$ cat config.mk
export PLATFORM = sky130hd
export DESIGN_NAME = cbi_bus_seq
export DESIGN_NICKNAME = d
export VERILOG_FILES = /design/src/hdl/cbi_pkg.sv /design/src/hdl/cbi_irq_flags.sv /design/src/hdl/cbi_bus_seq.sv
export SDC_FILE = /design/constraint.sdc
export NUM_CORES = 1
export LEC_CHECK = 0
export ABC_AREA = 0
export BUFFER_PORTS_ARGS = -buffer_cell sky130_fd_sc_hd__buf_2
export CAP_MARGIN = 5
export CORE_MARGIN = 2
export CORE_UTILIZATION = 35
export DETAILED_ROUTE_END_ITERATION = 16
export PLACE_DENSITY = 0.57
export SLEW_MARGIN = 20
export SYNTH_ARGS = -nofsm -noshare
export SYNTH_HDL_FRONTEND = slang
export SYNTH_SLANG_ARGS = --single-unit
$ cat constraint.sdc
create_clock -name clock -period 2.5 [get_ports clock]
set_input_delay 0.125 -clock clock [delete_from_list [all_inputs] [get_ports clock]]
set_output_delay 0.125 -clock clock [all_outputs]
set_load 0.03 [all_outputs]
$ cat src/hdl/cbi_pkg.sv
package cbi_pkg;

  // ****************************************************************
  // machine cycle kinds and T states
  // ****************************************************************
  typedef enum logic [1:0] {
    KIND_FETCH,
    KIND_READ,
    KIND_WRITE,
    KIND_INT_ACK
  } cbi_kind_e;

  typedef enum logic [2:0] {
    ST_IDLE,
    ST_T1,
    ST_T2,
    ST_TW,
    ST_T3,
    ST_T4,
    ST_T5,
    ST_T6
  } cbi_state_e;

  // ****************************************************************
  // fixed values
  // ****************************************************************
  localparam logic [15:0] NMI_RESTART_ADDR   = 16'h0066;
  localparam logic [1:0]  INT_ACK_AUTO_WAITS = 2'h2;
  localparam logic [1:0]  MAX_EXTRA_STATES   = 2'h2;
  localparam int          REFRESH_BITS       = 7;
  localparam logic [6:0]  REFRESH_RST        = 7'h00;
  localparam logic [15:0] ADDR_RST           = 16'h0000;
  localparam logic [7:0]  DATA_RST           = 8'h00;
  localparam logic [2:0]  SYNC_RST           = 3'h7;
  // clocks per T state: one high half and one low half
  localparam int          CLK_PER_T          = 2;
  localparam logic [4:0]  FETCH_CLKS_MIN     = 5'h08;
  localparam logic [4:0]  DATA_CLKS_MIN      = 5'h06;

endpackage

$ cat src/hdl/cbi_irq_flags.sv
module cbi_irq_flags (
  input  wire logic clock,
  input  wire logic srst,
  input  wire logic enable_irq_instr,
  input  wire logic disable_irq_instr,
  input  wire logic return_from_nonmaskable,
  input  wire logic return_from_maskable,
  input  wire logic load_acc_from_page_reg,
  input  wire logic load_acc_from_refresh_ctr,
  input  wire logic int_accept,
  input  wire logic nmi_accept,
  output logic      irq_enable_live,
  output logic      irq_enable_saved,
  output logic      parity_flag
);
  import cbi_pkg::*;

  typedef struct packed {
    logic live;
    logic saved;
    logic pv;
  } cbi_flags_s;

  cbi_flags_s r_r;
  cbi_flags_s r_nxt;

  // next value of both enable flip-flops
  always_comb begin
    r_nxt = r_r;
    if (load_acc_from_page_reg || load_acc_from_refresh_ctr) begin
      r_nxt.pv = r_r.saved;
    end
    if (int_accept) begin
      r_nxt.live  = 1'b0;
      r_nxt.saved = 1'b0;
    end else if (nmi_accept) begin
      r_nxt.saved = r_r.live;
      r_nxt.live  = 1'b0;
    end else if (disable_irq_instr) begin
      r_nxt.live  = 1'b0;
      r_nxt.saved = 1'b0;
    end else if (enable_irq_instr) begin
      r_nxt.live  = 1'b1;
      r_nxt.saved = 1'b1;
    end else if (return_from_nonmaskable) begin
      r_nxt.live = r_r.saved;
    end
    if (return_from_maskable) begin
      r_nxt.live = r_nxt.live;
    end
  end

  always_ff @(posedge clock) begin
    if (srst) begin
      r_r <= '0;
    end else begin
      r_r <= r_nxt;
    end
  end

  assign irq_enable_live  = r_r.live;
  assign irq_enable_saved = r_r.saved;
  assign parity_flag      = r_r.pv;
endmodule

$ cat src/hdl/cbi_bus_seq.sv
module cbi_bus_seq (
  input  wire logic              clock,
  input  wire logic              srst,
  input  wire logic              cycle_start,
  input  wire cbi_pkg::cbi_kind_e cycle_kind,
  input  wire logic [1:0]        extra_states,
  input  wire logic [15:0]       cycle_addr,
  input  wire logic [7:0]        write_data,
  input  wire logic [7:0]        page_reg,
  input  wire logic              instr_done,
  input  wire logic              enable_irq_instr,
  input  wire logic              disable_irq_instr,
  input  wire logic              return_from_nonmaskable,
  input  wire logic              return_from_maskable,
  input  wire logic              load_acc_from_page_reg,
  input  wire logic              load_acc_from_refresh_ctr,
  input  wire logic              int_req_n,
  input  wire logic              nmi_req_n,
  input  wire logic              wait_n,
  input  wire logic [7:0]        data_in,
  output logic [15:0]            address_bus,
  output logic [7:0]             data_out,
  output logic                   data_oe_n,
  output logic                   memory_request_n,
  output logic                   io_request_n,
  output logic                   read_n,
  output logic                   write_n,
  output logic                   refresh_strobe_n,
  output logic                   opcode_fetch_n,
  output logic [7:0]             read_data,
  output logic                   read_valid,
  output logic                   cycle_done,
  output logic                   cycle_busy,
  output logic [15:0]            service_addr,
  output logic                   service_load,
  output logic                   nmi_taken,
  output logic                   int_taken,
  output logic                   irq_enable_live,
  output logic                   irq_enable_saved,
  output logic                   parity_flag
);
  import cbi_pkg::*;

  typedef struct packed {
    cbi_state_e        st;
    logic              ph;
    cbi_kind_e         kind;
    logic [1:0]        extra;
    logic [1:0]        autow;
    logic              wt;
    logic [15:0]       addr;
    logic [7:0]        dout;
    logic              oe_n;
    logic              memory_request_n_n;
    logic              io_request_n_n;
    logic              rd_n;
    logic              wr_n;
    logic              refresh_strobe_n_n;
    logic              m1_n;
    logic [7:0]        rdata;
    logic              rvalid;
    logic              done;
    logic              busy;
    logic [REFRESH_BITS-1:0] rfc;
    logic [1:0]        vstep;
    logic [15:0]       table_addr;
    logic [15:0]       svc_addr;
    logic              svc_load;
    logic              nmi_acc;
    logic              int_acc;
    logic              nmi_latch;
    logic              ei_pend;
    logic [2:0]        int_s;
    logic [2:0]        nmi_s;
    logic [2:0]        wait_s;
    logic              int_f;
    logic              nmi_f;
    logic              nmi_fd;
    logic              wait_f;
  } cbi_seq_s;

  cbi_seq_s   r_r;
  cbi_seq_s   r_nxt;
  logic       take;
  logic       nmi_fall;
  logic       go;
  cbi_kind_e  go_kind;
  logic [15:0] go_addr;
  logic [1:0] go_extra;

  // enable flip-flops live in their own unit
  cbi_irq_flags u_flags (
    .clock                     (clock),
    .srst                      (srst),
    .enable_irq_instr          (enable_irq_instr),
    .disable_irq_instr         (disable_irq_instr),
    .return_from_nonmaskable   (return_from_nonmaskable),
    .return_from_maskable      (return_from_maskable),
    .load_acc_from_page_reg    (load_acc_from_page_reg),
    .load_acc_from_refresh_ctr (load_acc_from_refresh_ctr),
    .int_accept                (r_r.int_acc),
    .nmi_accept                (r_r.nmi_acc),
    .irq_enable_live           (irq_enable_live),
    .irq_enable_saved          (irq_enable_saved),
    .parity_flag               (parity_flag)
  );

  // ****************************************************************
  // next state
  // ****************************************************************
  always_comb begin
    r_nxt          = r_r;
    r_nxt.rvalid   = 1'b0;
    r_nxt.done     = 1'b0;
    r_nxt.svc_load = 1'b0;
    r_nxt.nmi_acc  = 1'b0;
    r_nxt.int_acc  = 1'b0;
    go             = 1'b0;
    go_kind        = cycle_kind;
    go_addr        = cycle_addr;
    go_extra       = (extra_states > MAX_EXTRA_STATES) ? MAX_EXTRA_STATES : extra_states;

    // pin synchronisers, level counts once stages two and three agree
    r_nxt.int_s  = {r_r.int_s[1:0], int_req_n};
    r_nxt.nmi_s  = {r_r.nmi_s[1:0], nmi_req_n};
    r_nxt.wait_s = {r_r.wait_s[1:0], wait_n};
    if (r_r.int_s[1] == r_r.int_s[2]) r_nxt.int_f = r_r.int_s[2];
    if (r_r.nmi_s[1] == r_r.nmi_s[2]) r_nxt.nmi_f = r_r.nmi_s[2];
    if (r_r.wait_s[1] == r_r.wait_s[2]) r_nxt.wait_f = r_r.wait_s[2];
    r_nxt.nmi_fd = r_r.nmi_f;
    nmi_fall     = r_r.nmi_fd && !r_r.nmi_f;

    // hold off maskable for one instruction
    if (enable_irq_instr) begin
      r_nxt.ei_pend = 1'b1;
    end else if (instr_done) begin
      r_nxt.ei_pend = 1'b0;
    end

    // interrupt decision only at an instruction boundary with the bus idle
    take = instr_done && (r_r.st == ST_IDLE) && (r_r.vstep == 2'h0)
           && !r_r.nmi_acc && !r_r.int_acc;
    if (nmi_fall) r_nxt.nmi_latch = 1'b1;
    if (take && r_r.nmi_latch) begin
      r_nxt.nmi_acc   = 1'b1;
      r_nxt.nmi_latch = nmi_fall; // new edge wins over clear
      r_nxt.svc_addr  = NMI_RESTART_ADDR;
      r_nxt.svc_load  = 1'b1;
    end else if (take && !r_r.int_f && irq_enable_live && !r_r.ei_pend && !enable_irq_instr) begin
      r_nxt.int_acc = 1'b1;
      go            = 1'b1;
      go_kind       = KIND_INT_ACK;
      go_addr       = cycle_addr;
      go_extra      = 2'h0;
    // two table bytes in a row
    end else if (r_r.st == ST_IDLE && r_r.vstep != 2'h0 && !r_r.done) begin
      go       = 1'b1;
      go_kind  = KIND_READ;
      go_addr  = (r_r.vstep == 2'h2) ? r_r.table_addr + 16'h0001 : r_r.table_addr;
      go_extra = 2'h0;
    end else if (r_r.st == ST_IDLE && r_r.vstep == 2'h0 && cycle_start) begin
      go = 1'b1;
    end

    if (r_r.st != ST_IDLE) r_nxt.ph = !r_r.ph;

    case (r_r.st)
      ST_IDLE: begin
        if (go) begin
          // address and fetch marker at cycle start
          r_nxt.st    = ST_T1;
          r_nxt.ph    = 1'b0;
          r_nxt.kind  = go_kind;
          r_nxt.extra = go_extra;
          r_nxt.addr  = go_addr;
          r_nxt.m1_n  = !(go_kind == KIND_FETCH || go_kind == KIND_INT_ACK);
          r_nxt.dout  = write_data;
          r_nxt.oe_n  = (go_kind != KIND_WRITE);
        end
      end
      ST_T1: begin
        if (!r_r.ph) begin
          // strobes half a state after address
          if (r_r.kind != KIND_INT_ACK) r_nxt.memory_request_n_n = 1'b0;
          if (r_r.kind == KIND_FETCH || r_r.kind == KIND_READ) r_nxt.rd_n = 1'b0;
        end else begin
          r_nxt.st = ST_T2;
          // write strobe once data has settled
          if (r_r.kind == KIND_WRITE) r_nxt.wr_n = 1'b0;
          r_nxt.autow = (r_r.kind == KIND_INT_ACK) ? INT_ACK_AUTO_WAITS : 2'h0;
        end
      end
      ST_T2, ST_TW: begin
        if (!r_r.ph) begin
          r_nxt.wt = (r_r.autow != 2'h0) || !r_r.wait_f;
        end else if (r_r.wt) begin
          r_nxt.st = ST_TW;
          if (r_r.autow != 2'h0) r_nxt.autow = r_r.autow - 2'h1;
          // io request instead of memory request
          if (r_r.kind == KIND_INT_ACK) r_nxt.io_request_n_n = 1'b0;
        end else begin
          r_nxt.st = ST_T3;
          if (r_r.kind == KIND_FETCH || r_r.kind == KIND_INT_ACK) begin
            // capture at T3 edge, drop strobes
            r_nxt.rdata  = data_in;
            r_nxt.rvalid = 1'b1;
            r_nxt.memory_request_n_n = 1'b1;
            r_nxt.rd_n   = 1'b1;
            r_nxt.io_request_n_n = 1'b1;
            r_nxt.m1_n   = 1'b1;
            r_nxt.addr   = {page_reg, 1'b0, r_r.rfc};
            r_nxt.refresh_strobe_n_n = 1'b0;
          end
        end
      end
      ST_T3: begin
        if (!r_r.ph) begin
          if (r_r.kind == KIND_FETCH || r_r.kind == KIND_INT_ACK) begin
            r_nxt.memory_request_n_n = 1'b0;
          end else begin
            if (r_r.kind == KIND_READ) begin
              r_nxt.rdata  = data_in;
              r_nxt.rvalid = 1'b1;
            end
            r_nxt.memory_request_n_n = 1'b1;
            r_nxt.rd_n   = 1'b1;
            r_nxt.wr_n   = 1'b1;
          end
        end else if (r_r.kind == KIND_FETCH || r_r.kind == KIND_INT_ACK) begin
          r_nxt.st = ST_T4;
        end else if (r_r.extra != 2'h0) begin
          r_nxt.st    = ST_T4;
          r_nxt.extra = r_r.extra - 2'h1;
        end else begin
          r_nxt.st = ST_IDLE;
        end
      end
      ST_T4, ST_T5, ST_T6: begin
        if (!r_r.ph) begin
          if (r_r.st == ST_T4) r_nxt.memory_request_n_n = 1'b1;
        end else begin
          if (r_r.st == ST_T4 && !r_r.refresh_strobe_n_n) begin
            r_nxt.refresh_strobe_n_n = 1'b1;
            r_nxt.rfc = r_r.rfc + 7'h01;
          end
          if (r_r.extra != 2'h0 && r_r.st != ST_T6) begin
            r_nxt.st    = (r_r.st == ST_T4) ? ST_T5 : ST_T6;
            r_nxt.extra = r_r.extra - 2'h1;
          end else begin
            r_nxt.st = ST_IDLE;
          end
        end
      end
      default: r_nxt.st = ST_IDLE;
    endcase

    // end of a machine cycle and vector bookkeeping
    if (r_r.st != ST_IDLE && r_nxt.st == ST_IDLE) begin
      r_nxt.done = 1'b1;
      r_nxt.oe_n = 1'b1;
      if (r_r.kind == KIND_INT_ACK) begin
        // peripheral vector is the low byte
        r_nxt.table_addr = {page_reg, r_r.rdata};
        r_nxt.vstep      = 2'h1;
      end else if (r_r.kind == KIND_READ && r_r.vstep == 2'h1) begin
        r_nxt.svc_addr[7:0] = r_r.rdata;
        r_nxt.vstep         = 2'h2;
      end else if (r_r.kind == KIND_READ && r_r.vstep == 2'h2) begin
        r_nxt.svc_addr[15:8] = r_r.rdata;
        r_nxt.svc_load       = 1'b1;
        r_nxt.vstep          = 2'h0;
      end
    end
    r_nxt.busy = (r_nxt.st != ST_IDLE) || (r_nxt.vstep != 2'h0);
  end

  // ****************************************************************
  // state register
  // ****************************************************************
  always_ff @(posedge clock) begin
    if (srst) begin
      r_r        <= '0;
      r_r.st     <= ST_IDLE;
      r_r.kind   <= KIND_FETCH;
      r_r.addr   <= ADDR_RST;
      r_r.dout   <= DATA_RST;
      r_r.rfc    <= REFRESH_RST;
      r_r.oe_n   <= 1'b1;
      r_r.memory_request_n_n <= 1'b1;
      r_r.io_request_n_n <= 1'b1;
      r_r.rd_n   <= 1'b1;
      r_r.wr_n   <= 1'b1;
      r_r.refresh_strobe_n_n <= 1'b1;
      r_r.m1_n   <= 1'b1;
      r_r.int_s  <= SYNC_RST;
      r_r.nmi_s  <= SYNC_RST;
      r_r.wait_s <= SYNC_RST;
      r_r.int_f  <= 1'b1;
      r_r.nmi_f  <= 1'b1;
      r_r.nmi_fd <= 1'b1;
      r_r.wait_f <= 1'b1;
    end else begin
      r_r <= r_nxt;
    end
  end

  // outputs straight from the state register
  assign address_bus      = r_r.addr;
  assign data_out         = r_r.dout;
  assign data_oe_n        = r_r.oe_n;
  assign memory_request_n = r_r.memory_request_n_n;
  assign io_request_n     = r_r.io_request_n_n;
  assign read_n           = r_r.rd_n;
  assign write_n          = r_r.wr_n;
  assign refresh_strobe_n = r_r.refresh_strobe_n_n;
  assign opcode_fetch_n   = r_r.m1_n;
  assign read_data        = r_r.rdata;
  assign read_valid       = r_r.rvalid;
  assign cycle_done       = r_r.done;
  assign cycle_busy       = r_r.busy;
  assign service_addr     = r_r.svc_addr;
  assign service_load     = r_r.svc_load;
  assign nmi_taken        = r_r.nmi_acc;
  assign int_taken        = r_r.int_acc;

  // ****************************************************************
  // checks
  // ****************************************************************
  logic [4:0] len_r;
  logic       waited_r;

  // cycle length helper for the checks
  always_ff @(posedge clock) begin
    if (srst || r_r.st == ST_IDLE) begin
      len_r    <= 5'h00;
      waited_r <= 1'b0;
    end else begin
      len_r    <= len_r + 5'h01;
      waited_r <= waited_r || (r_r.st == ST_TW) || (r_r.extra != 2'h0);
    end
  end
endmodule

== Word-level counts from Yosys, hierarchy flattened ==
Index checks and enable logic that the tools add are counted.

* $add $sub $neg: 4
* $lt $le $gt $ge: 1
* Eq/ne operators: 41
* Multiplexer cells: 101
* Bitwise logic cells: 1
* Reductions and logical operators: 79

{| class="wikitable"
|+ Operator list
! kind !! number
|-
| $mux 16 || 8
|-
| $ne 2x2->1 const B || 23
|-
| $mux 2 || 22
|-
| $mux 1 || 36
|-
| $mux 35 || 1
|-
| $mux 11 || 3
|-
| $mux 3 || 11
|-
| $mux 8 || 4
|-
| $pmux 16 s2 || 1
|-
| $mux 9 || 3
|-
| $reduce_bool 2->1 || 13
|-
| $mux 25 || 1
|-
| $logic_and 1x1->1 || 19
|-
| $mux 18 || 1
|-
| $pmux 9 s2 || 1
|-
| $mux 17 || 1
|-
| $add 16x1->16 const B || 1
|-
| $pmux 3 s5 || 1
|-
| $reduce_and 5->1 || 3
|-
| $reduce_bool 3->1 || 5
|-
| $reduce_and 7->1 || 2
|-
| $eq 3x3->1 const B || 4
|-
| $logic_not 1->1 || 11
|-
| $reduce_and 9->1 || 1
|-
| 28 further kinds || 51
|}

* Register bits: 115
* Input port bits: 57
* Logic and storage cells: 265

== Logic depth before layout (Yosys ltp) ==
Gate-level depths: netlist (run 1).

* Word-level depth: 18
* Gate-level depth with buffers: 10

== Modules after synthesis ==
From an unflattened synthesis (run 1), not the netlist that was laid out.

* Cells, all modules: 665
* Area, all modules: 5595.4 sq um

{| class="wikitable"
|+ Modules (own cells, without submodules)
! module !! instances !! cells an instance !! area an instance (sq um) !! sequential area each (sq um)
|-
| cbi_bus_seq || 1 || 651 || 5461.5 || 2242.2
|-
| cbi_irq_flags || 1 || 14 || 133.9 || 60.1
|}

== Worst setup path before layout (run 1) ==
No wires, ideal clock.

* Path type: flip-flop to flip-flop
* Start point: reg r_r[106] (netlist name)
* End point: reg r_r, in the netlist cycle_busy
* Data arrival time: 2.079 ns
* Data required time: 2.354 ns
* Path slack: 0.275 ns
* Stages on the path, launching flop included: 9
* Buffers on the path: 1
* Path through: dfxtp_1 inv_1 ha_1 clkbuf_1 o21ai_0 a31oi_1 or3b_2 a221oi_1 a41oi_1

* Cells in the longest elaborated chain, start to end: 10

{| class="wikitable"
|+ RTL lines
! element !! line !! RTL
|-
| start, declared || cbi_bus_seq.sv:82 || <nowiki>cbi_seq_s r_r;</nowiki>
|-
| start signal, assigned || cbi_bus_seq.sv:303 || <nowiki>r_r <= r_nxt;</nowiki>
|-
| $eq 2x2->1 / $logic_not 2->1 (equally long branches) || cbi_bus_seq.sv:229, cbi_bus_seq.sv:261 ||
|-
| $logic_or 1x1->1 || cbi_bus_seq.sv:229 || <nowiki>end else if (r_r.kind == KIND_FETCH || r_r.kind == KIND_INT_ACK) begin</nowiki>
|-
| $mux 3 || cbi_bus_seq.sv:229 ||
|-
| $mux 3 || cbi_bus_seq.sv:217 || <nowiki>if (!r_r.ph) begin</nowiki>
|-
| $pmux 3 s5 || cbi_bus_seq.sv:167 || <nowiki>case (r_r.st)</nowiki>
|-
| $logic_not 3->1 || cbi_bus_seq.sv:258 || <nowiki>if (r_r.st != ST_IDLE && r_nxt.st == ST_IDLE) begin</nowiki>
|-
| $logic_and 1x1->1 || cbi_bus_seq.sv:258 ||
|-
| $mux 35 || cbi_bus_seq.sv:258 ||
|-
| $reduce_bool 2->1 || cbi_bus_seq.sv:274 || <nowiki>r_nxt.busy = (r_nxt.st != ST_IDLE) || (r_nxt.vstep != 2'h0);</nowiki>
|-
| $logic_or 1x1->1 * || cbi_bus_seq.sv:274 ||
|}

Mark *: on every way between the ends. The rest lies on a longest branch, timed or not.
A chain may end at the register's enable or synchronous reset.

== Final worst setup path (run 1) ==
* Start point: reg r_r[107] (netlist name)
* End point: reg r_r, in the netlist cycle_busy

Same word-level chain as after synthesis.

==> impl_results.md, run 1 <==
- Worst path slowest cell: or3b_2
- Hpwl dp: 12.2 mm
- Comb pwr share: between 10% and 20%
- Fin crit period: 2.34 ns
- Post-Syn Instances: about 700
- Critical path class: reg2reg
- CP cell instances: inv_1, ha_4, o21ai_0, a31oi_2, or3b_2, a221oi_1, a41oi_1
- RSZ-0062 raised after global routing: false
- FF/Latch Area: 0.00230 mm2
- Worst Setup End Kind: flop
- Diodes inserted: 0
- Ys Warns: 0
- Fin Clk Skew: between 0.009 and 0.01 ns
- Worst vdd ir: 0.508 mV
- Worst Max-Slew Pin Slew: 0.602 ns
- Die Y: 134 um
- GRT overflow: 0
- Detailed Routing Iterations Pass 1: 5
- LEAKAGE: 0.00290 uW
- Met3 GRT Util: between 4 and 5%
- Flip-flop and latch count after synthesis: roughly 120
- Fmax: about 430 MHz
- Type of origin of the critical path: flop
- Setup_tns: 0 ns
- Int Power: 4280 uW
- Global-route wire length before repair: approximately 27 mm
- Hold_ws: 0.0308 ns
- Vias in the first global route: approximately 5200
- Fin worst setup slack: around 0.16 ns
- Pre-CTS WS: 0.152 ns
- Crit path DAT: 2.61 ns
- Initial antenna violation count: 0
- Run status: completed
- Vias: around 5600
- Routed WL: 17.5 mm
- Post-synth EDFFs: 0
- Sw frac: 28.8%
- CTS tree: built
- Die width: between 100 and 150 um
- H-tree depth: 4
- Post-Syn Nets: 768
- Initial Util: 35.8%
- Core area: approximately 0.017 mm2
- GPL Wtd Cong: roughly 0.84
- Seq pwr share: 33.7%
- Clock share of power: 46.9%
- Final Max Slew Viols: 0
- WP data required: approximately 2.8 ns
- Clk root buf: clkbuf_16
- Worst path max stage delay: around 0.48 ns
- # IOs: about 120
- Layout area overhead: 26.3%
- Asr flop ratio synth: 0%
- GRT met2 Usage: between 30% and 40%
- # rows: 47
- Final hold violations: 0
- CTS sink count: between 100 and 150
- Via/cell ratio: 5.43
- Total die area: around 0.018 mm2
- Initial DRC count: 449
- Hold WC Path Type: in2reg
- Met1 Usage GRT: 25.4%
- Total of max-cap violations: 0
- CTS Buf Count: 17
- DRC viols: 0
- Largest net degree at the start of global routing: 58
- Final Setup Violations: 0
- All-Layer GR Usage: a little under a fifth
- Period Utilization, post-route: slightly above 90%
- Worst Path Max Fanout: 6
- IO buf count: ~120
- Grt peak-use layer: met2
- Routed Antenna Nets: 0
- Syn avg cell area: ~8.5 um2
- Net Switching: 1730 uW
- Final net count: about 870
- Fillers: 1646
- Cell variety after synth: between 60 and 70
- Max-slew headroom: around 60%
- Post-CTS setup buffers: 0
- PwrDens: between 800 and 900 mW/mm2
- Clk_lat worst skew: approximately 0.42 ns
- Seq/Total Area, Yosys: between 30 and 40%
- Fraction of layout cells with a size suffix above 1: a little over a quarter
- Worst-case clock buffer depth: 2
- Multi-input gate area: approximately 0.0030 mm2
- Per-cell routed wire length: roughly 17 um
- Synthesized area: about 0.006 mm2
- Synth Flop Type: dfxtp_1
- Clock transition at path regs: 0.06 ns
synthesized netlist by cell type (10+ instances only):
cell type	count	area, um2
a211oi_1	10	75.1
a21oi_1	75	375
a311oi_1	14	123
buf_2	21	105
buf_4	49	368
clkbuf_1	27	101
dfxtp_1	115	2300
ha_1	10	125
inv_1	16	60.1
mux2i_1	12	120
nand2_1	56	210
nand3_1	19	95.1
nand4_1	40	250
nor2_1	46	173
o21ai_0	17	85.1
o31ai_1	20	150
or2_2	12	75.1
xor2_1	12	105
state kept, by name (all words and copies together), names as in the netlist, 7 cells and up:
register	count
r_r	44
address_bus	16
r_nxt	7
data_out	8
service_addr	16
read_data	8
metrics by stage:
step                power (uW)  std cells  utilization [%]  cell area [um2]
detailed placement        3150        967             39.0             6470
global route              6230       1031             45.3             7510
CTS                       6020       1031             45.1             7480
finish                    6010       1031             45.3             7510
global placement          3120        967             39.0             6470
floorplan                 2860        701                -             5940
worst max-delay path: cells and delay by family, from the launching register on:
family                   cells  cell delay (ns)
AND/OR/NAND/NOR              1             0.48
AO/OA/AOI/OAI                4             0.89
adder cells (fa/ha/maj)      1             0.33
buffers and inverters        1             0.12
flip-flops                   1             0.37
area by class of cell:
class | instances | share of cell area (%)
Clock buffer | 20 | 6.08
Clock inverter | 12 | 3.00
Inverter | 18 | 0.900
Multi-Input combinational cell | 462 | 39.8
Sequential cell | 115 | 30.7
Tap cell | 220 | 3.67
Timing Repair Buffer | 184 | 15.9
what timing repair did:
item	in CTS	in global routing
hold buffers	32	0
hold endpoints to repair	33	0
gates resized for setup	0	5
setup endpoints to repair	0	27
per-layer routing:
metal / part of all wire [%] / vias up
met3: 6.4 / 29
met5: 0 / -
met4: 2.1 / 0
met2: 45 / 199
li1: - / 2720
met1: 46 / 2654
cell usage in the layout, fill, tap and decap left out, types with 14 or more instances in the layout:
cell type / netlist / routed
dlygate4sd3_1: 0 / 32
o21ai_0: 17 / 17
inv_1: 16 / 16
dfxtp_1: 115 / 115
a311oi_1: 14 / 14
clkbuf_16: 0 / 17
buf_2: 21 / 118
nand3_1: 19 / 19
buf_4: 49 / 31
nand4_1: 40 / 40
o31ai_1: 20 / 20
nand2_1: 56 / 56
a21oi_1: 75 / 75
nor2_1: 46 / 46
power by group through the flow:
stage / clock network (uW) / registers (uW) / logic (uW)
final: 2820 / 2020 / 1170
after global routing: 2940 / 2040 / 1250
after CTS: 2850 / 2020 / 1140
after detailed placement: 0 / 2060 / 1100
after global placement: 0 / 2060 / 1070
after floorplan: 0 / 2070 / 785
cells by family after synthesis:
logic type | after synthesis | synth area share, %
adders and majority gates | 10 | 2.11
xor gates and xnor gates | 16 | 2.36
buffers and inverters | 124 | 11.5
AOI/OAI and AO/OA | 194 | 22.4
DFF | 115 | 38.7
and+or+nand+nor | 229 | 20.7
muxes | 13 | 2.21
worst paths after layout:
check                                      startpoint  cells past startpoint                    end  slack (ns)
worst max-delay path            r_r[107]$_SDFFE_PP0P_                      7  cycle_busy$_SDFF_PP0_        0.16
worst min-delay path                       instr_done                      4   r_r[13]$_SDFFE_PP0P_        0.03
worst max register to register  r_r[107]$_SDFFE_PP0P_                      7  cycle_busy$_SDFF_PP0_        0.16
worst min register to register    r_nxt[5]$_SDFF_PP1_                      1    r_nxt[6]$_SDFF_PP1_        0.41
(Power assumes the default switching activity.)
==> inputs of run 2 (changes only) <==
--- a/config.mk
+++ b/config.mk
@@ -8,8 +8,10 @@
 export ABC_AREA = 0
 export BUFFER_PORTS_ARGS = -buffer_cell sky130_fd_sc_hd__buf_2
 export CAP_MARGIN = 5
+export CORE_ASPECT_RATIO = 1.25
 export CORE_MARGIN = 2
 export CORE_UTILIZATION = 35
+export CTS_CLUSTER_DIAMETER = 100
 export DETAILED_ROUTE_END_ITERATION = 16
 export PLACE_DENSITY = 0.57
 export SLEW_MARGIN = 20
==> impl_results.md, run 2 (synthesis gave the netlist of run 1 again) <==
- LEAKAGE: 0.00289 uW (was 0.00290 uW)
- Routed WL: 17.4 mm (was 17.5 mm)
- Worst Setup End Kind: flop (unchanged)
- RSZ-0062 raised after global routing: false (unchanged)
- IO buf count: 119 (unchanged)
- Total of max-cap violations: 0 (unchanged)
- Die Y: 150 um (was 134 um)
- Worst-case clock buffer depth: 2 (unchanged)
- Fraction of layout cells with a size suffix above 1: 26.9% (was 27.3%)
- Multi-input gate area: 0.00297 mm2 (was 0.00298 mm2)
- FF/Latch Area: 0.00230 mm2 (unchanged)
- Initial DRC count: 359 (was 449)
- Final Setup Violations: 0 (unchanged)
- Die width: 121 um (was 134 um)
- Type of origin of the critical path: flop (unchanged)
- Routed Antenna Nets: 0 (unchanged)
- Reg2Reg Setup Slack: 0.24 ns (was 0.16 ns)
- Most common cell after layout, fill and taps aside: buf_2 (unchanged)
- All-Layer GR Usage: 19.2% (about the same)
- Global-route wire length before repair: 27.0 mm (was 27.3 mm)
- Total power: 5640 uW (was 6010 uW)
- Run status: completed (unchanged)
- Fin crit period: 2.26 ns (was 2.34 ns)
- Final net count: 871 (was 865)
- Fin Clk Skew: 0.00987 ns (was 0.00992 ns)
- Via/cell ratio: 5.35 (was 5.43)
- Setup_tns: 0 ns (unchanged)
- Hpwl dp: 12.2 mm (about the same)
- GRT overflow: 0 (unchanged)
- R2r endpoint: address_bus[14]$_SDFFE_PP0P_ (was cycle_busy$_SDFF_PP0_)
- Pre-CTS WS: 0.260 ns (was 0.152 ns)
- DRC viols: 0 (unchanged)
- Post-route insts no fill: 1037 (was 1031)
- Clk_lat worst skew: 0.42 ns (about the same)
- Crit path DAT: 2.60 ns (was 2.61 ns)
- Total die area: 0.0180 mm2 (about the same)
- # IOs: 121 (unchanged)
- Vias in the first global route: 5183 (was 5212)
- Max-slew headroom: 52.7% (was 59.9%)
- Largest net degree at the start of global routing: 54 (was 58)
- Initial Util: 35.6% (was 35.8%)
- CTS Buf Count: 17 (unchanged)
- Critical path class: reg2reg (unchanged)
- R2r startpoint: r_r[51]$_SDFF_PP0_ (was r_r[107]$_SDFFE_PP0P_)
- Post-CTS sizing: 0 (unchanged)
- Core area: 0.0167 mm2 (was 0.0166 mm2)
- Fmax: 442 MHz (was 428 MHz)
- Clock transition at path regs: 0.06 ns (about the same)
- Reg2reg path depth: 5 (was 7)
- H-tree depth: 4 (unchanged)
- Period Utilization, post-route: 90.6% (was 93.5%)
- Fin worst setup slack: 0.236 ns (was 0.162 ns)
- Initial antenna violation count: 0 (unchanged)
- Worst hold path stage count: 3 (was 4)
- Final hold violations: 0 (unchanged)
- Worst hold endpoint: r_r[107]$_SDFFE_PP0P_ (was r_r[13]$_SDFFE_PP0P_)
- Fillers: 1699 (was 1646)
- CTS sink count: 115 (unchanged)
- Layout area overhead: 25.1% (was 26.3%)
- # rows: 53 (was 47)
- GPL Wtd Cong: 0.834 (was 0.840)
- Final Max Slew Viols: 0 (unchanged)
- PwrDens: 759 mW/mm2 (was 801 mW/mm2)
- Per-cell routed wire length: 16.7 um (was 16.9 um)
- Min-delay src: cycle_kind[1] (was instr_done)
- Worst vdd ir: 0.467 mV (was 0.508 mV)
- Largest reg by FF count: r_r (unchanged)
- Diodes inserted: 0 (unchanged)
- Inst Count DP: 972 (was 967)
- CTS tree: built (unchanged)
- Commonest cells after routing, fill and taps aside: 118 x buf_2, 115 x dfxtp_1, 75 x a21oi_1, 56 x nand2_1, 46 x nor2_1 (unchanged)
- Hold WC Path Type: in2reg (unchanged)
- WP data required: 2.84 ns (was 2.77 ns)
- Detailed Routing Iterations Pass 1: 5 (unchanged)
- Clk root buf: clkbuf_16 (unchanged)
- Vias: 5543 (was 5602)
- Worst Max-Slew Pin Slew: 0.702 ns (was 0.602 ns)
- Max reg flops: 44 (unchanged)
- Worst Path Max Fanout: 13 (was 6)
## run 2: how the worst max path moves through the flow
stage | start | to | slack [ns] | depth (start not counted)
2_1_floorplan | r_r[106]$_SDFFE_PP0P_ | cycle_busy$_SDFF_PP0_ | 0.28 | 8
3_3_place_gp | r_r[51]$_SDFF_PP0_ | address_bus[14]$_SDFFE_PP0P_ | 0.29 | 5
3_5_place_dp | r_r[51]$_SDFF_PP0_ | address_bus[14]$_SDFFE_PP0P_ | 0.26 | 5
4_1_cts | r_r[51]$_SDFF_PP0_ | address_bus[14]$_SDFFE_PP0P_ | 0.25 | 5
5_1_grt | r_r[106]$_SDFFE_PP0P_ | cycle_busy$_SDFF_PP0_ | 0.02 | 7
6_report | r_r[51]$_SDFF_PP0_ | address_bus[14]$_SDFFE_PP0P_ | 0.24 | 5
## run 2: final cells by class
| type | count | area share (%) |
|---|---|---|
| clock buffers | 23 | 6.30 |
| clock inverters | 9 | 1.73 |
| inverters | 18 | 0.909 |
| multi-input cells | 462 | 39.9 |
| flip-flops and latches | 115 | 31.0 |
| well taps | 220 | 3.70 |
| repair buffers | 190 | 16.5 |
## run 2: metal layers
metal	GRT usage, %	vias up	wire length (um)
li1	-	2748	-
met2	32.3	160	8550
met5	0	-	0
met1	24.2	2612	7740
met3	4.12	23	800
met4	6.98	0	261
## run 2: critical path, stage by stage (launching register included)
cell and delay, ns:
dfxtp_1 0.58, and2b_2 0.29, nand3_1 0.16, or4_1 0.54, a311o_1 0.39, a311oi_2 0.22
## run 2: what timing repair did
action	in CTS	in global routing
setup endpoints to repair	0	0
hold buffers	33	0
hold endpoints to repair	34	0
setup buffers	0	0
## run 2: metrics by stage
step,utilization (%),hold WS [ns],area (um2)
floorplan,-,0.229,5940
global placement,38.9,0.309,6510
detailed placement,38.9,0.311,6510
CTS,44.5,0.00932,7430
global route,44.5,0.0511,7430
finish,44.5,0.0314,7430
## run 2: power breakdown
part	total, uW	internal (uW)	switching (uW)
Clock	2450	1610	841
Sequential	2020	1940	79.6
Combinational	1160	418	746
Total	5640	3970	1670
==> inputs of run 3 (changes only) <==
--- a/config.mk
+++ b/config.mk
@@ -10,10 +10,10 @@
 export CAP_MARGIN = 5
 export CORE_ASPECT_RATIO = 1.25
 export CORE_MARGIN = 2
-export CORE_UTILIZATION = 35
+export CORE_UTILIZATION = 30
 export CTS_CLUSTER_DIAMETER = 100
 export DETAILED_ROUTE_END_ITERATION = 16
-export PLACE_DENSITY = 0.57
+export PLACE_DENSITY = 0.51
 export SLEW_MARGIN = 20
 export SYNTH_ARGS = -nofsm -noshare
 export SYNTH_HDL_FRONTEND = slang
==> impl_results.md, run 3 (synthesis gave the netlist of run 1 again) <==
- Clk root buf: clkbuf_16 (unchanged)
- R2r startpoint: r_r[3]$_SDFFE_PP1N_ (was r_r[51]$_SDFF_PP0_)
- Final Max Slew Viols: 0 (unchanged)
- CTS tree: built (unchanged)
- Worst path slowest cell: dlygate4sd3_1 (was dfxtp_1)
- Fin Clk Skew: 0.0102 ns (was 0.00987 ns)
- # rows: 57 (was 53)
- Critical path class: in2reg (was reg2reg)
- Global-route wire length before repair: 28.6 mm (was 27.0 mm)
- Worst Setup End Kind: flop (unchanged)
- # IOs: 121 (unchanged)
- WP data required: 2.83 ns (was 2.84 ns)
- CP cell instances: dlygate4sd3_1, buf_2, nor4b_2, a211oi_1, or3_1, a311o_1, a311oi_2 (was and2b_2, nand3_1, or4_1, a311o_1, a311oi_2)
- Clk_lat worst skew: 0.42 ns (about the same)
- Final net count: 870 (was 871)
- Int Power: 3870 uW (was 3970 uW)
- DRC viols: 0 (unchanged)
- Worst Max-Slew Pin Slew: 0.667 ns (was 0.702 ns)
- H-tree depth: 4 (unchanged)
- Initial DRC count: 337 (was 359)
- Vias in the first global route: 5321 (was 5183)
- Type of origin of the critical path: primary input (was flop)
- Per-cell routed wire length: 16.7 um (about the same)
- IO buf count: 119 (unchanged)
- Clock share of power: 43.0% (was 43.5%)
- Clock transition at path regs: 0.06 ns (about the same)
- Fillers: 2075 (was 1699)
- Core area: 0.0194 mm2 (was 0.0167 mm2)
- Detailed Routing Iterations Pass 1: 4 (was 5)
- Routed WL: 18.1 mm (was 17.4 mm)
- Total of max-cap violations: 0 (unchanged)
- Die width: 130 um (was 121 um)
- Post-CTS setup buffers: 0 (unchanged)
- Vias: 5516 (was 5543)
- Worst-case clock buffer depth: 2 (unchanged)
- Pre-CTS WS: 0.227 ns (was 0.260 ns)
- Hold WC Path Type: in2reg (unchanged)
- Initial antenna violation count: 0 (unchanged)
- CTS Buf Count: 17 (unchanged)
- Die Y: 161 um (was 150 um)
- Setup_tns: 0 ns (unchanged)
- Via/cell ratio: 5.10 (was 5.35)
- CTS sink count: 115 (unchanged)
- Hpwl dp: 12.9 mm (was 12.2 mm)
- Period Utilization, post-route: 91.2% (was 90.6%)
- Final hold violations: 0 (unchanged)
- Min-delay src: instr_done (was cycle_kind[1])
- Max-slew headroom: 55.1% (was 52.7%)
- Worst Path Max Fanout: 10 (was 13)
- Commonest cells after routing, fill and taps aside: 118 x buf_2, 115 x dfxtp_1, 75 x a21oi_1, 56 x nand2_1, 46 x nor2_1 (unchanged)
- Run status: completed (unchanged)
- Total die area: 0.0210 mm2 (was 0.0180 mm2)
- LEAKAGE: 0.00287 uW (was 0.00289 uW)
- Most common cell after layout, fill and taps aside: buf_2 (unchanged)
- Diodes inserted: 0 (unchanged)
- GPL Wtd Cong: 0.784 (was 0.834)
- Total power: 5600 uW (was 5640 uW)
- Crit path DAT: 2.61 ns (was 2.60 ns)
- Worst path max stage delay: 0.54 ns (was 0.58 ns)
- Sw frac: 30.9% (was 29.6%)
- Layout area overhead: 26.0% (was 25.1%)
- Crit. Startpoint: enable_irq_instr (was r_r[51]$_SDFF_PP0_)
- All-Layer GR Usage: 17.6% (was 19.2%)
- Seq pwr share: 36.2% (was 35.9%)
- GRT overflow: 0 (unchanged)
- Initial Util: 30.6% (was 35.6%)
- Largest net degree at the start of global routing: 59 (was 54)
- Fin crit period: 2.28 ns (was 2.26 ns)
- Fraction of layout cells with a size suffix above 1: 27.5% (was 26.9%)
- RSZ-0062 raised after global routing: false (unchanged)
- Routed Antenna Nets: 0 (unchanged)
- Fmax: 439 MHz (was 442 MHz)
- Fin worst setup slack: 0.221 ns (was 0.236 ns)
- Worst vdd ir: 0.442 mV (was 0.467 mV)
- Net Switching: 1730 uW (was 1670 uW)
- Comb pwr share: 20.8% (was 20.6%)
- PwrDens: 748 mW/mm2 (was 759 mW/mm2)
- Final Setup Violations: 0 (unchanged)
- Max reg flops: 44 (unchanged)
- Largest reg by FF count: r_r (unchanged)
==> run 3: cell types whose count changed in the layout (fill, tap and decap cells not counted), sizes merged <==
cell and change:
clkinvlp +4, clkbuf -3, bufinv -1, dlygate4sd3 -1
==> run 3: worst paths after layout <==
kind,to,slack (ns),cells past startpoint
setup / recovery,address_bus[14]$_SDFFE_PP0P_,0.22,7
hold / removal,r_r[13]$_SDFFE_PP0P_,0.02,4
setup reg to reg,address_bus[14]$_SDFFE_PP0P_,0.24,5
hold reg to reg,r_nxt[12]$_SDFF_PP1_,0.41,1
==> run 3: layout make-up <==
| class | count | area (um2) | share of cell area (%) |
|---|---|---|---|
| Clock buffer | 20 | 457 | 6.10 |
| Clock inverter | 12 | 133 | 1.77 |
| Inverter | 18 | 67.6 | 0.903 |
| Multi-Input combinational cell | 462 | 2970 | 39.6 |
| Sequential cell | 115 | 2300 | 30.8 |
| Tap cell | 265 | 332 | 4.43 |
| Timing Repair Buffer | 189 | 1230 | 16.4 |
==> run 3: stage by stage <==
step / instance area, um2 / cells / util [%] / hold slack [ns]
2_1_floorplan: 5940 / 701 / - / 0.229
5_1_grt: 7480 / 1081 / 38.6 / 0.0198
4_1_cts: 7480 / 1081 / 38.6 / 0.00649
3_3_place_gp: 6570 / 1017 / 33.9 / 0.308
3_5_place_dp: 6570 / 1017 / 33.9 / 0.314
6_report: 7480 / 1081 / 38.6 / 0.0221
==> run 3: power groups by stage <==
stage | clock [uW] | combinational [uW] | sequential, uW
after global placement | 0 | 1120 | 2070
final | 2410 | 1170 | 2030
after detailed placement | 0 | 1120 | 2060
after CTS | 2480 | 1160 | 2030
after global routing | 2560 | 1280 | 2040
after floorplan | 0 | 785 | 2070
==> run 3: layer usage <==
layer,GRT usage [%],wire (um),up-vias,share of wire [%]
li1,-,-,2735,-
met5,0,0,-,0
met4,5.52,296,0,1.6
met3,4.07,823,19,4.5
met1,22.8,8150,2636,45
met2,29.1,8830,126,49
==> run 3: worst max-delay path, delay by kind of cell <==
kind	cells	cell delay [ns]
compound gates	3	0.82
buf+inv	2	0.69
simple gates	2	0.97
==> run 3: timing repair <==
action | CTS | global route
hold buffers | 32 | 0
setup endpoints to repair | 0 | 6
hold endpoints to repair | 34 | 0
gates resized for setup | 0 | 2
